File: src/design/sfp_pkg.sv
// servo fault/protection config: constants, layouts, helpers
// assumes a 50 MHz drive clock and one register port
package sfp_pkg;
   localparam int unsigned CLK_NS = 20;
   localparam int unsigned STEP_NS = 25;
   localparam int unsigned MS_NS = 1000000;
   localparam int unsigned MS_CYC = MS_NS / CLK_NS;
   localparam logic [15:0] A_STO = 16'h0A15;
   localparam logic [15:0] A_IDX = 16'h0A17;
   localparam logic [15:0] A_LPF = 16'h0A19;
   localparam logic [15:0] A_OVL = 16'h0A1A;
   localparam logic [15:0] A_AVG = 16'h0A1B;
   localparam logic [15:0] A_QUAD = 16'h0A1C;
   localparam logic [15:0] A_FCL = 16'h0A1D;
   localparam logic [15:0] A_STIME = 16'h0A20;
   localparam logic [15:0] A_STEN = 16'h0A21;
   localparam logic [15:0] A_MTH = 16'h0A24;
   localparam logic [15:0] A_COMP = 16'h0A28;
   localparam logic [15:0] A_FWD = 16'h0A29;
   localparam logic [15:0] A_REV = 16'h0A2B;
   localparam logic [15:0] A_TOL = 16'h0A32;
   localparam logic [15:0] A_STAT = 16'h0A80;
   localparam logic [15:0] A_CLR = 16'h0A81;
   localparam logic [15:0] A_IEN = 16'h0A82;
   localparam logic [15:0] A_LIN = 16'h0A90;
   localparam logic [15:0] R_STO = 16'h0000;
   localparam logic [15:0] R_IDX = 16'h000F;
   localparam logic [15:0] R_LPF = 16'h0000;
   localparam logic [15:0] R_OVL = 16'h0000;
   localparam logic [15:0] R_AVG = 16'h0032;
   localparam logic [15:0] R_QUAD = 16'h0002;
   localparam logic [15:0] R_FCL = 16'h100F;
   localparam logic [15:0] R_STIME = 16'h00C8;
   localparam logic [15:0] R_STEN = 16'h0001;
   localparam logic [15:0] R_MTH = 16'h0000;
   localparam logic [15:0] R_COMP = 16'h0006;
   localparam logic [31:0] R_FWD = 32'h7FFFFFFF;
   localparam logic [31:0] R_REV = 32'h80000000;
   localparam logic [15:0] R_TOL = 16'h001F;
   localparam logic [15:0] M_COMP = 16'h001F;
   localparam int unsigned B_STO_FLT = 0;
   localparam int unsigned B_STO_NOISE = 2;
   localparam int unsigned B_FC_PULSE = 0;
   localparam int unsigned B_FC_BREAK = 8;
   localparam int unsigned NFLT = 7;
   typedef struct packed {
      logic enc_fail;
      logic rev_limit;
      logic fwd_limit;
      logic mt_overflow;
      logic stall;
      logic ovl_fault;
      logic ovl_alarm;
      logic noise_diag;
      logic sto_status;
      logic sto_fault;
   } sfp_fault_type;
   localparam int unsigned NEV = $bits(sfp_fault_type);
   // 25 ns steps to 20 ns cycles, rounded up
   function automatic logic [10:0] sfp_cyc(input logic [7:0] s);
      logic [10:0] p;
      p = {3'h0, s} * 11'h005 + 11'h003;
      return p >> 2;
   endfunction
endpackage

File: src/design/sfp_top.sv
// servo fault/protection register bank and fault logic
// assumes pin inputs are asynchronous; others on i_clk
`timescale 1ns/10ps
module sfp_top import sfp_pkg::*; #(
   parameter int unsigned P_MS_CYC = MS_CYC
) (
   input wire logic i_clk, // 50 MHz clock
   input wire logic i_rst_n, // async reset, low
   input wire logic i_ce, // clock enable
   input wire logic [15:0] i_addr, // register address
   input wire logic [31:0] i_wdata, // write data
   input wire logic i_wr, // write strobe
   input wire logic i_rd, // read strobe
   output logic [31:0] o_rdata, // read data
   output logic o_irq, // interrupt level
   input wire logic i_stopped, // drive at standstill
   input wire logic i_cfg_load, // power-on settings load
   input wire logic i_sto, // safe torque off pin
   input wire logic i_sto_noise, // sto noise seen
   input wire logic i_ovl_alarm, // overload alarm
   input wire logic i_ovl_fault, // overload fault
   input wire logic i_stall_hot, // stall overheat
   input wire logic i_mt_ovf, // multi-turn overflow
   input wire logic [31:0] i_abs_pos, // abs position
   input wire logic i_enc_sample, // one exchange done
   input wire logic i_enc_err, // exchange failed
   input wire logic i_ovs_pt, // masked overspeed pt
   input wire logic i_index_pulse, // index pulse pin
   input wire logic i_quad_a, // quadrature a pin
   input wire logic i_quad_b, // quadrature b pin
   input wire logic i_fc_a, // closed-loop a pin
   input wire logic i_fc_b, // closed-loop b pin
   input wire logic i_fc_z, // closed-loop z pin
   input wire logic i_fc_break, // wire-break pin
   output logic [NFLT-1:0] o_filt, // filtered pins
   output sfp_fault_type o_fault, // fault levels
   output logic o_fault_do, // fault digital output
   output logic [15:0] o_lpf_ms, // low-pass time
   output logic [15:0] o_avg_ms, // average window
   output logic [4:0] o_comp // compensation select
);
   // register file
   logic [15:0] sto_q, idx_q, ovl_q, quad_q, fcl_q;
   logic [15:0] stime_q, sten_q, mth_q, tol_q, lin_q;
   logic [31:0] fwd_q, rev_q;
   logic [NEV-1:0] stat_q, ien_q;
   // power-on effective copies
   logic [4:0] idx_a_q;
   logic [7:0] quad_a_q;
   logic [15:0] fcl_a_q;
   logic [4:0] tol_a_q;
   logic [31:0] rdata_d;
   logic wr_ok;
   always_comb begin
      wr_ok = i_stopped;
   end
   always_ff @(posedge i_clk or negedge i_rst_n) begin
      if (!i_rst_n) begin
         sto_q <= R_STO;
         idx_q <= R_IDX;
         o_lpf_ms <= R_LPF;
         ovl_q <= R_OVL;
         o_avg_ms <= R_AVG;
         quad_q <= R_QUAD;
         fcl_q <= R_FCL;
         stime_q <= R_STIME;
         sten_q <= R_STEN;
         mth_q <= R_MTH;
         o_comp <= R_COMP[4:0];
         fwd_q <= R_FWD;
         rev_q <= R_REV;
         tol_q <= R_TOL;
         lin_q <= 16'h0000;
         ien_q <= '0;
      end else if (i_ce && i_wr) begin
         case (i_addr)
            A_STO: sto_q <= i_wdata[15:0];
            A_IDX: if (wr_ok) idx_q <= i_wdata[15:0];
            A_LPF: if (wr_ok) o_lpf_ms <= i_wdata[15:0];
            A_OVL: ovl_q <= i_wdata[15:0];
            A_AVG: if (wr_ok) o_avg_ms <= i_wdata[15:0];
            A_QUAD: if (wr_ok) quad_q <= i_wdata[15:0];
            A_FCL: if (wr_ok) fcl_q <= i_wdata[15:0];
            A_STIME: stime_q <= i_wdata[15:0];
            A_STEN: sten_q <= i_wdata[15:0];
            A_MTH: mth_q <= i_wdata[15:0];
            A_COMP: if (wr_ok) o_comp <= i_wdata[4:0];
            A_FWD: if (wr_ok) fwd_q <= i_wdata;
            A_REV: if (wr_ok) rev_q <= i_wdata;
            A_TOL: tol_q <= i_wdata[15:0];
            A_IEN: ien_q <= i_wdata[NEV-1:0];
            A_LIN: lin_q <= i_wdata[15:0];
            default: ;
         endcase
      end
   end
   // settings that only act after a power-on load
   always_ff @(posedge i_clk or negedge i_rst_n) begin
      if (!i_rst_n) begin
         idx_a_q <= R_IDX[4:0];
         quad_a_q <= R_QUAD[7:0];
         fcl_a_q <= R_FCL;
         tol_a_q <= R_TOL[4:0];
      end else if (i_ce && i_cfg_load) begin
         idx_a_q <= idx_q[4:0];
         quad_a_q <= quad_q[7:0];
         fcl_a_q <= fcl_q;
         tol_a_q <= tol_q[4:0];
      end
   end
   always_comb begin
      rdata_d = 32'h00000000;
      case (i_addr)
         A_STO: rdata_d = {16'h0000, sto_q};
         A_IDX: rdata_d = {16'h0000, idx_q};
         A_LPF: rdata_d = {16'h0000, o_lpf_ms};
         A_OVL: rdata_d = {16'h0000, ovl_q};
         A_AVG: rdata_d = {16'h0000, o_avg_ms};
         A_QUAD: rdata_d = {16'h0000, quad_q};
         A_FCL: rdata_d = {16'h0000, fcl_q};
         A_STIME: rdata_d = {16'h0000, stime_q};
         A_STEN: rdata_d = {16'h0000, sten_q};
         A_MTH: rdata_d = {16'h0000, mth_q};
         A_COMP: rdata_d = {27'h0000000, o_comp};
         A_FWD: rdata_d = fwd_q;
         A_REV: rdata_d = rev_q;
         A_TOL: rdata_d = {16'h0000, tol_q};
         A_STAT: rdata_d = {{(32-NEV){1'b0}}, stat_q};
         A_IEN: rdata_d = {{(32-NEV){1'b0}}, ien_q};
         A_LIN: rdata_d = {16'h0000, lin_q};
         default: rdata_d = 32'h00000000;
      endcase
   end
   // data valid only the cycle after the strobe
   always_ff @(posedge i_clk or negedge i_rst_n) begin
      if (!i_rst_n) begin
         o_rdata <= 32'h00000000;
      end else if (i_ce) begin
         o_rdata <= i_rd ? rdata_d : 32'h00000000;
      end
   end
   // pin synchronisers
   localparam int unsigned NSYN = NFLT + 1;
   logic [NSYN-1:0] syn1_q, syn2_q, pins;
   always_comb begin
      pins = {i_sto, i_fc_break, i_fc_z, i_fc_b, i_fc_a,
              i_quad_b, i_quad_a, i_index_pulse};
   end
   always_ff @(posedge i_clk or negedge i_rst_n) begin
      if (!i_rst_n) begin
         syn1_q <= '0;
         syn2_q <= '0;
      end else if (i_ce) begin
         syn1_q <= pins;
         syn2_q <= syn1_q;
      end
   end
   logic sto_s;
   always_comb begin
      sto_s = syn2_q[NSYN-1];
   end
   // filter lengths: index, quad a/b, closed-loop a/b/z, break
   logic [10:0] flen [NFLT];
   always_comb begin
      flen[0] = sfp_cyc({3'h0, idx_a_q});
      flen[1] = sfp_cyc(quad_a_q);
      flen[2] = sfp_cyc(quad_a_q);
      flen[3] = sfp_cyc(fcl_a_q[B_FC_PULSE +: 8]);
      flen[4] = sfp_cyc(fcl_a_q[B_FC_PULSE +: 8]);
      flen[5] = sfp_cyc(fcl_a_q[B_FC_PULSE +: 8]);
      flen[6] = sfp_cyc(fcl_a_q[B_FC_BREAK +: 8]);
   end
   genvar gi;
   generate
      for (gi = 0; gi < NFLT; gi++) begin : g_flt
         sfp_filter u_flt (
            .i_clk(i_clk),
            .i_rst_n(i_rst_n),
            .i_ce(i_ce),
            .i_in(syn2_q[gi]),
            .i_len(flen[gi]),
            .o_out(o_filt[gi])
         );
      end
   endgenerate
   // millisecond tick and stall overheat timer
   logic [15:0] tick_q;
   logic [15:0] stall_ms_q;
   logic ms_tick;
   always_comb begin
      ms_tick = (tick_q == 16'(P_MS_CYC - 1));
   end
   always_ff @(posedge i_clk or negedge i_rst_n) begin
      if (!i_rst_n) begin
         tick_q <= 16'h0000;
      end else if (i_ce) begin
         tick_q <= ms_tick ? 16'h0000 : tick_q + 16'h0001;
      end
   end
   always_ff @(posedge i_clk or negedge i_rst_n) begin
      if (!i_rst_n) begin
         stall_ms_q <= 16'h0000;
      end else if (i_ce) begin
         if (!i_stall_hot || sten_q[0] == 1'b0) begin
            stall_ms_q <= 16'h0000;
         end else if (ms_tick && stall_ms_q != 16'hFFFF) begin
            stall_ms_q <= stall_ms_q + 16'h0001;
         end
      end
   end
   // consecutive encoder error and overspeed counters
   logic [5:0] err_cnt_q, ovs_cnt_q;
   always_ff @(posedge i_clk or negedge i_rst_n) begin
      if (!i_rst_n) begin
         err_cnt_q <= 6'h00;
         ovs_cnt_q <= 6'h00;
      end else if (i_ce && i_enc_sample) begin
         if (!i_enc_err) begin
            err_cnt_q <= 6'h00;
         end else if (err_cnt_q != 6'h3F) begin
            err_cnt_q <= err_cnt_q + 6'h01;
         end
         if (!i_ovs_pt) begin
            ovs_cnt_q <= 6'h00;
         end else if (ovs_cnt_q != 6'h3F) begin
            ovs_cnt_q <= ovs_cnt_q + 6'h01;
         end
      end
   end
   // fault levels
   sfp_fault_type flt_d;
   always_comb begin
      flt_d.sto_fault = sto_s && sto_q[B_STO_FLT];
      flt_d.sto_status = sto_s && !sto_q[B_STO_FLT];
      flt_d.noise_diag = i_sto_noise && !sto_q[B_STO_NOISE];
      flt_d.ovl_alarm = i_ovl_alarm && !ovl_q[0];
      flt_d.ovl_fault = i_ovl_fault && !ovl_q[0];
      flt_d.stall = sten_q[0] && i_stall_hot
                    && stall_ms_q >= stime_q;
      flt_d.mt_overflow = i_mt_ovf
                          && !(lin_q[0] && mth_q[0]);
      flt_d.fwd_limit = $signed(i_abs_pos) > $signed(fwd_q);
      flt_d.rev_limit = $signed(i_abs_pos) < $signed(rev_q);
      flt_d.enc_fail = err_cnt_q > {1'b0, tol_a_q}
                       || ovs_cnt_q > {1'b0, tol_a_q};
   end
   always_ff @(posedge i_clk or negedge i_rst_n) begin
      if (!i_rst_n) begin
         o_fault <= '0;
         o_fault_do <= 1'b0;
      end else if (i_ce) begin
         o_fault <= flt_d;
         o_fault_do <= flt_d.sto_fault;
      end
   end
   // sticky status: a new event beats a clear in the same cycle
   logic [NEV-1:0] clr;
   always_comb begin
      clr = (i_wr && i_addr == A_CLR) ? i_wdata[NEV-1:0] : '0;
   end
   always_ff @(posedge i_clk or negedge i_rst_n) begin
      if (!i_rst_n) begin
         stat_q <= '0;
      end else if (i_ce) begin
         stat_q <= (stat_q & ~clr) | o_fault;
      end
   end
   always_ff @(posedge i_clk or negedge i_rst_n) begin
      if (!i_rst_n) begin
         o_irq <= 1'b0;
      end else if (i_ce) begin
         o_irq <= |(((stat_q & ~clr) | o_fault) & ien_q);
      end
   end
endmodule

File: src/design/sfp_filter.sv
// input level filter for one synchronised signal
// assumes the input is already on i_clk
`timescale 1ns/10ps
module sfp_filter import sfp_pkg::*; (
   input wire logic i_clk, // drive clock
   input wire logic i_rst_n, // async reset, low
   input wire logic i_ce, // clock enable
   input wire logic i_in, // synchronised input
   input wire logic [10:0] i_len, // stable cycles
   output logic o_out // filtered level
);
   logic [10:0] cnt_q;
   always_ff @(posedge i_clk or negedge i_rst_n) begin
      if (!i_rst_n) begin
         cnt_q <= 11'h000;
         o_out <= 1'b0;
      end else if (i_ce) begin
         if (i_in == o_out) begin
            cnt_q <= 11'h000;
         end else if (cnt_q + 11'h001 >= i_len) begin
            o_out <= i_in;
            cnt_q <= 11'h000;
         end else begin
            cnt_q <= cnt_q + 11'h001;
         end
      end
   end
endmodule

File: config.mk
export PLATFORM = sky130hd
export DESIGN_NAME = sfp_top
export DESIGN_NICKNAME = d
export VERILOG_FILES = /design/src/design/sfp_pkg.sv /design/src/design/sfp_top.sv /design/src/design/sfp_filter.sv
export SDC_FILE = /design/constraint.sdc
export NUM_CORES = 1
export LEC_CHECK = 0
export BUFFER_PORTS_ARGS = -buffer_cell sky130_fd_sc_hd__buf_2
export CAP_MARGIN = 10
export CELL_PAD_IN_SITES_DETAIL_PLACEMENT = 0
export CELL_PAD_IN_SITES_GLOBAL_PLACEMENT = 1
export CORE_ASPECT_RATIO = 2
export CORE_MARGIN = 5
export CORE_UTILIZATION = 45
export CTS_CLUSTER_SIZE = 16
export DETAILED_ROUTE_END_ITERATION = 8
export PLACE_DENSITY = 0.84
export SLEW_MARGIN = 20
export SYNTH_ARGS = -nofsm -noshare
export SYNTH_HDL_FRONTEND = slang
export SYNTH_HIERARCHICAL = 1
export SYNTH_SLANG_ARGS = --single-unit
File: constraint.sdc
create_clock -name i_clk -period 11.4 [get_ports i_clk]
set_input_delay 3.42 -clock i_clk [delete_from_list [all_inputs] [get_ports i_clk]]
set_output_delay 3.42 -clock i_clk [all_outputs]
set_load 0.05 [all_outputs]
Word-level counts from Yosys, hierarchy flattened --
Index checks and enable logic that the tools add are counted.
Word-level totals: flip-flop bits (word level) 502, bits in latches 0, memory bits (writable) 0, ROM bits 0, input bits 103, output and inout bits 88, word-level logic and storage cells 200, memories kept 0
Operators by class: $add $sub $neg 15, multipliers 4, div/mod/pow operators 0, magnitude comparators 12, eq/ne operators 31, shift-type cells 0, mux-type cells 24, bitwise logic cells 12, reduce and logical (&&, ||, !) cells 49
Operators by type and width (number):
- $pmux 32 s17 | 1
- $eq 16x12->1 const B | 18
- $mux 11 | 14
- $add 11x1->11 const B | 7
- $ge 11x9->1 | 6
- $mux 16 | 3
- $reduce_and 3->1 | 15
- $add 11x2->11 const B | 3
- $mul 8x3->11 const B | 3
- $add 16x1->16 const B | 2
- $gt 32x32->1 | 1
- $lt 32x32->1 | 1
- $mux 32 | 1
- $mux 6 | 4
- $reduce_and 2->1 | 11
- $and 10x10->10 | 2
- $eq 16x16->1 const B | 1
- $ge 16x16->1 | 1
- $ne 16x16->1 const B | 1
- $logic_and 1x1->1 | 14
- $add 6x1->6 const B | 2
- $gt 6x5->1 | 2
- $ne 6x6->1 const B | 2
- $ge 11x7->1 | 1
- other kinds (12) | 31

Longest topological paths before layout --
depth after elaboration 8, gate-level depth with buffers 17, depth with buffers taken out 16

Hierarchy --
Netlist, hierarchy kept.
By module, submodules not included:
- sfp_top | times used 1, cells an instance 1913, area an instance 22457.8 µm², seq. area each 10548.9 µm²
- sfp_filter | times used 7, cells an instance 107, area an instance 912.1 µm², seq. area each 300.3 µm²

Worst setup path after synthesis --
OpenSTA, ideal clock, no wires.
path type input port to flip-flop, from in i_addr[13], to reg o_comp[0], library setup time 0.125 ns, data arrival time 5.447 ns, required time 11.275 ns, slack 5.829 ns, stages 7, buffers on the path 2, path through or4_1 buf_2 or3_1 nor4_2 and2_0 buf_2 mux2_2
Between the ends: cells in the longest elaborated chain, start to end 2
Ends and longest elaborated chain:
- start, declared | line sfp_top.sv:10 | input wire logic [15:0] i_addr,
- $eq 16x12->1 | line sfp_top.sv:76 | case (i_addr)
- $reduce_and 3->1 (no source line)
- end signal, assigned | line sfp_top.sv:69 | o_comp <= R_COMP[4:0];
- end signal, assigned | line sfp_top.sv:87 | A_COMP: if (wr_ok) o_comp <= i_wdata[4:0];
- end, declared | line sfp_top.sv:40 | output logic [4:0] o_comp
No other way between the ends. A chain may end at the register's enable or synchronous reset.

Worst setup path in the final report --
from in i_addr[4], to reg sten_q[7]
Between the ends: cells in the longest elaborated chain, start to end 2
Ends and longest elaborated chain:
- $eq 16x12->1 | line sfp_top.sv:76
- $reduce_and 2->1 (no source line)
- end signal, assigned | line sfp_top.sv:85 | A_STEN: sten_q <= i_wdata[15:0];
- end, declared | line sfp_top.sv:44 | logic [15:0] stime_q, sten_q, mth_q, tol_q, lin_q;
No other way between the ends.

==> run_results.csv <==
group,metric,value,unit
setup_path,worstPathArrival,6.56,ns
timing,hold_viol,0,
placed_design,port_buffers,190,
die,dieWidth,189.0,µm
logic_synthesis,synth_cells,2662,
setup_path,critPathBufInv,1,
die,initial_core_util,0.4524,
setup_path,reg2reg_depth,16,
timing,period_share,0.5344,
clocking,post_cts_resized,0,
min_path,whs_endpoint,"o_rdata[28]",
drt,drt_iter0_drc,1418,
timing,slew_headroom,0.2398,
placed_design,dp_hpwl,62840,µm
clocking,cts_max_level,2,
logic_synthesis,yosysUniqueCellTypes,82,
global_route,grt_pass1_wl,132000,µm
cells_and_area,area_growth,12.06,%
setup_path,r2r-end,"g_flt[6].u_flt/cnt_q[0]",
cells_and_area,fin_nets,3183,
drt,avgRoutedWirePerCell,22.94,µm
global_route,grt_max_degree,179,
logic_synthesis,synthArstFlopShare,1.000,
logic_synthesis,netlist_area,28840,µm²
timing,tightest_slew,1.137,ns
clocking,cts_setup_buffers,0,
die,core,63760,µm²
timing,fin_skew,0.01704,ns
setup_path,max_stage_delay,0.93,ns
drt,viasPerCell,5.979,
clocking,cts_tree,"yes",
clocking,cts_hold_buffers,0,
drt,vias,21949,
global_route,grt.total_usage,0.2392,
cells_and_area,drive_gt1_frac,0.2651,
logic_synthesis,synth_flop_cell,"dfrtp_1",
power,finalPower,0.004148,W
min_path,worstHoldStart,"o_rdata[28]",
setup_path,crit_required,11.87,ns
die,die_height,368.0,µm
drt,drc,0,
setup_path,cp_max_fo,16,
drt,antenna_left,0,
clocking,cts_max_path_buffers,3,
setup_path,worst-setup-path-type,"input pin to flip-flop",
logic_synthesis,synth_warnings,6,
clocking,cts-root-buf,"clkbuf_16",
clocking,clock_latency,0.60,ns
clocking,clk_pin_slew_worst_paths,0.06,ns
power,powerDensity,128.3,nW/µm²
setup_path,critical_path_depth,5,
job,drv_cap,0,
drt,first_pass_iters,5,
setup_path,cp-start-kind,"input pin",
logic_synthesis,postSynthAreaPerCell,10.83,µm²
timing,max_freq,0.1641,GHz
power,p_leak,15.44,nW
setup_path,ff2ff_setup_slack,6.66,ns
timing,rsz0062_at_grt,"no",
timing,setup_viol,0,
die,num_rows,131,
setup_path,r2r_start,"fcl_a_q[12]",
min_path,worstHoldPathType,"flip-flop to flip-flop",
global_route,first_global_vias,23798,
drt,totalWireLength,84220,µm
power,irDropWorstVdd,0.1109,mV
clocking,clock_sinks,502,
die,ioPinCount,191,
global_route,grt_overflow_total,0,
setup_path,end_kind,"flip-flop",
global_route,antenna_found_initial,4,
timing,tns,0,ns
logic_synthesis,synth_edf_count,0,
timing,fin_crit,6.092,ns
run_status,outcome,"completed",
setup_path,crit_chain,"buf_2 -> or4b_1 -> nor4_4 -> nand2_1 -> mux2_2",
die,die_area,69560,µm²
setup_path,path_delay_family,"simple AND/OR/NAND/NOR gates",
min_path,hold_depth,1,
logic_synthesis,ys_seq_elements,502,
timing,maxSlewViolCount,0,
logic_synthesis,yosysSeqAreaShare,0.4386,
placed_design,routabilityCongestion,0.9249,
clocking,cts_buffers,48,
setup_path,worst_path_max_delay_cell,"nor4_4",
[sequential cells by signal, indices dropped and copies added (netlist names), 32 cells and up]
register and cells:
g_flt.u_flt/cnt_q 77, fwd_q 32, o_rdata 32, rev_q 32
[where the power goes]
part	internal [W]	switching (W)
Combinational	0.000183	0.000326
Sequential	0.00184	0.0000721
Clock	0.000986	0.000740
Total	0.00301	0.00114
[synthesized netlist by cell type, types with 7 or more instances]
cell,count,area (µm²)
inv_1,325,1220
xnor2_1,91,797.0
nand4_1,51,319.1
and3_1,10,62.56
nand3_2,7,70.07
a2bb2oi_1,7,61.31
or4b_2,9,90.09
nor4_1,7,43.79
dfstp_2,71,1866
nand2_1,115,431.7
clkbuf_1,78,292.8
buf_2,20,100.1
nand2b_1,11,68.82
o22ai_1,73,456.7
mux2i_1,8,80.08
or4_4,7,78.83
xor2_1,21,183.9
a222oi_1,24,240.2
a21o_1,13,97.59
nor2b_1,20,125.1
o21ai_0,63,315.3
ha_1,244,3053
a221oi_1,18,157.7
dfrtp_1,431,10790
o2bb2ai_1,23,201.4
nor3_1,52,260.3
a22oi_1,65,488.0
xnor2_2,7,113.9
nor4_2,13,162.7
mux2_2,327,3682
a211oi_1,16,120.1
o21bai_1,7,52.55
or3_1,12,75.07
a21boi_0,11,82.58
nor2_1,87,326.6
a41oi_1,12,105.1
a22o_1,32,280.3
o211ai_1,8,60.06
a21oi_1,64,320.3
nand3_1,80,400.4
buf_1,12,45.04
nand4b_1,8,70.07
[final cells by class]
| type | instances | area, µm² |
|---|---|---|
| fill | 5655 | 31440 |
| multi-input combinational | 1735 | 14550 |
| sequential | 502 | 12650 |
| clock buffer | 67 | 1373 |
| inverter | 325 | 1220 |
| timing repair buffer | 220 | 1214 |
| tap | 798 | 998.5 |
| clock inverter | 22 | 307.8 |
| antenna | 2 | 5.005 |
[worst reg2reg max path: cells and delay by family, from the launching register on]
kind | cells | cell delay (ns)
AO/OA/AOI/OAI | 5 | 1.04
AND/OR/NAND/NOR | 5 | 1.51
adder cells (fa/ha/maj) | 4 | 1.16
buffers and inverters | 1 | 0.07
flip-flops | 1 | 0.55
multiplexers | 1 | 0.32
[cell families (layout without fill, tap and decap cells)]
kind of cell | count (synthesis) | count (layout) | synth area share
AO/OA/AOI/OAI | 472 | 472 | 0.1160
XOR/XNOR | 119 | 119 | 0.03796
adder cells (fa/ha/maj) | 248 | 248 | 0.1086
buffers and inverters | 441 | 634 | 0.05943
flip-flops | 502 | 502 | 0.4386
multiplexers | 338 | 338 | 0.1316
other | 1 | 19 | 0.0001300
AND/OR/NAND/NOR | 541 | 541 | 0.1076
[metal layers]
metal	vias up	global-route usage	part of all wire
met4	6	0.1548	0.076
met3	315	0.03586	0.053
met1	10940	0.2484	0.34
li1	9922	-	-
met5	-	0	0.00055
met2	766	0.4423	0.53
[per-stage QoR]
step / cells / setup WS (ns) / area, µm² / util / hold slack (ns)
CTS: 3669 / 5.373 / 32310 / 0.5068 / 0.4885
finish: 3671 / 5.308 / 32320 / 0.5069 / 0.4858
floorplan: 2678 / 5.829 / 28900 / - / 0.4598
detailed placement: 3580 / 4.765 / 30630 / 0.4804 / 0.4678
global route: 3669 / 5.232 / 32320 / 0.5069 / 0.4962
global placement: 3579 / 4.840 / 30620 / 0.4803 / 0.4656
[cell usage in the layout, fill, tap and decap left out, types with 9 or more instances in the layout]
cell	instances
a21o_1	13
a21boi_0	11
or3_1	12
o22ai_1	73
or4b_2	9
conb_1	17
nand2b_1	11
xor2_1	21
buf_4	29
nor4_2	14
nor2b_1	20
buf_2	188
a211oi_1	16
a21oi_1	64
a22o_1	32
a22oi_1	65
ha_1	244
and3_1	10
nor2_1	87
nor3_1	52
dfrtp_1	431
o21ai_0	63
o2bb2ai_1	23
clkbuf_16	48
inv_1	325
dfstp_2	71
nand4_1	51
mux2_2	327
a221oi_1	18
nand2_1	115
clkbuf_1	9
clkbuf_8	10
a41oi_1	12
a222oi_1	24
nand3_1	80
xnor2_1	91
[worst max-delay path by stage]
stage | start | endpoint | slack, ns
after CTS | i_addr[13] | sten_q[7] | 5.37
after floorplan | i_addr[13] | o_comp[0] | 5.83
after global placement | i_addr[13] | sten_q[2] | 4.84
final | i_addr[4] | sten_q[7] | 5.31
after global routing | i_addr[13] | sten_q[5] | 5.23
after detailed placement | i_addr[13] | sten_q[14] | 4.76
Note: power is estimated with default switching activity, not from simulation.
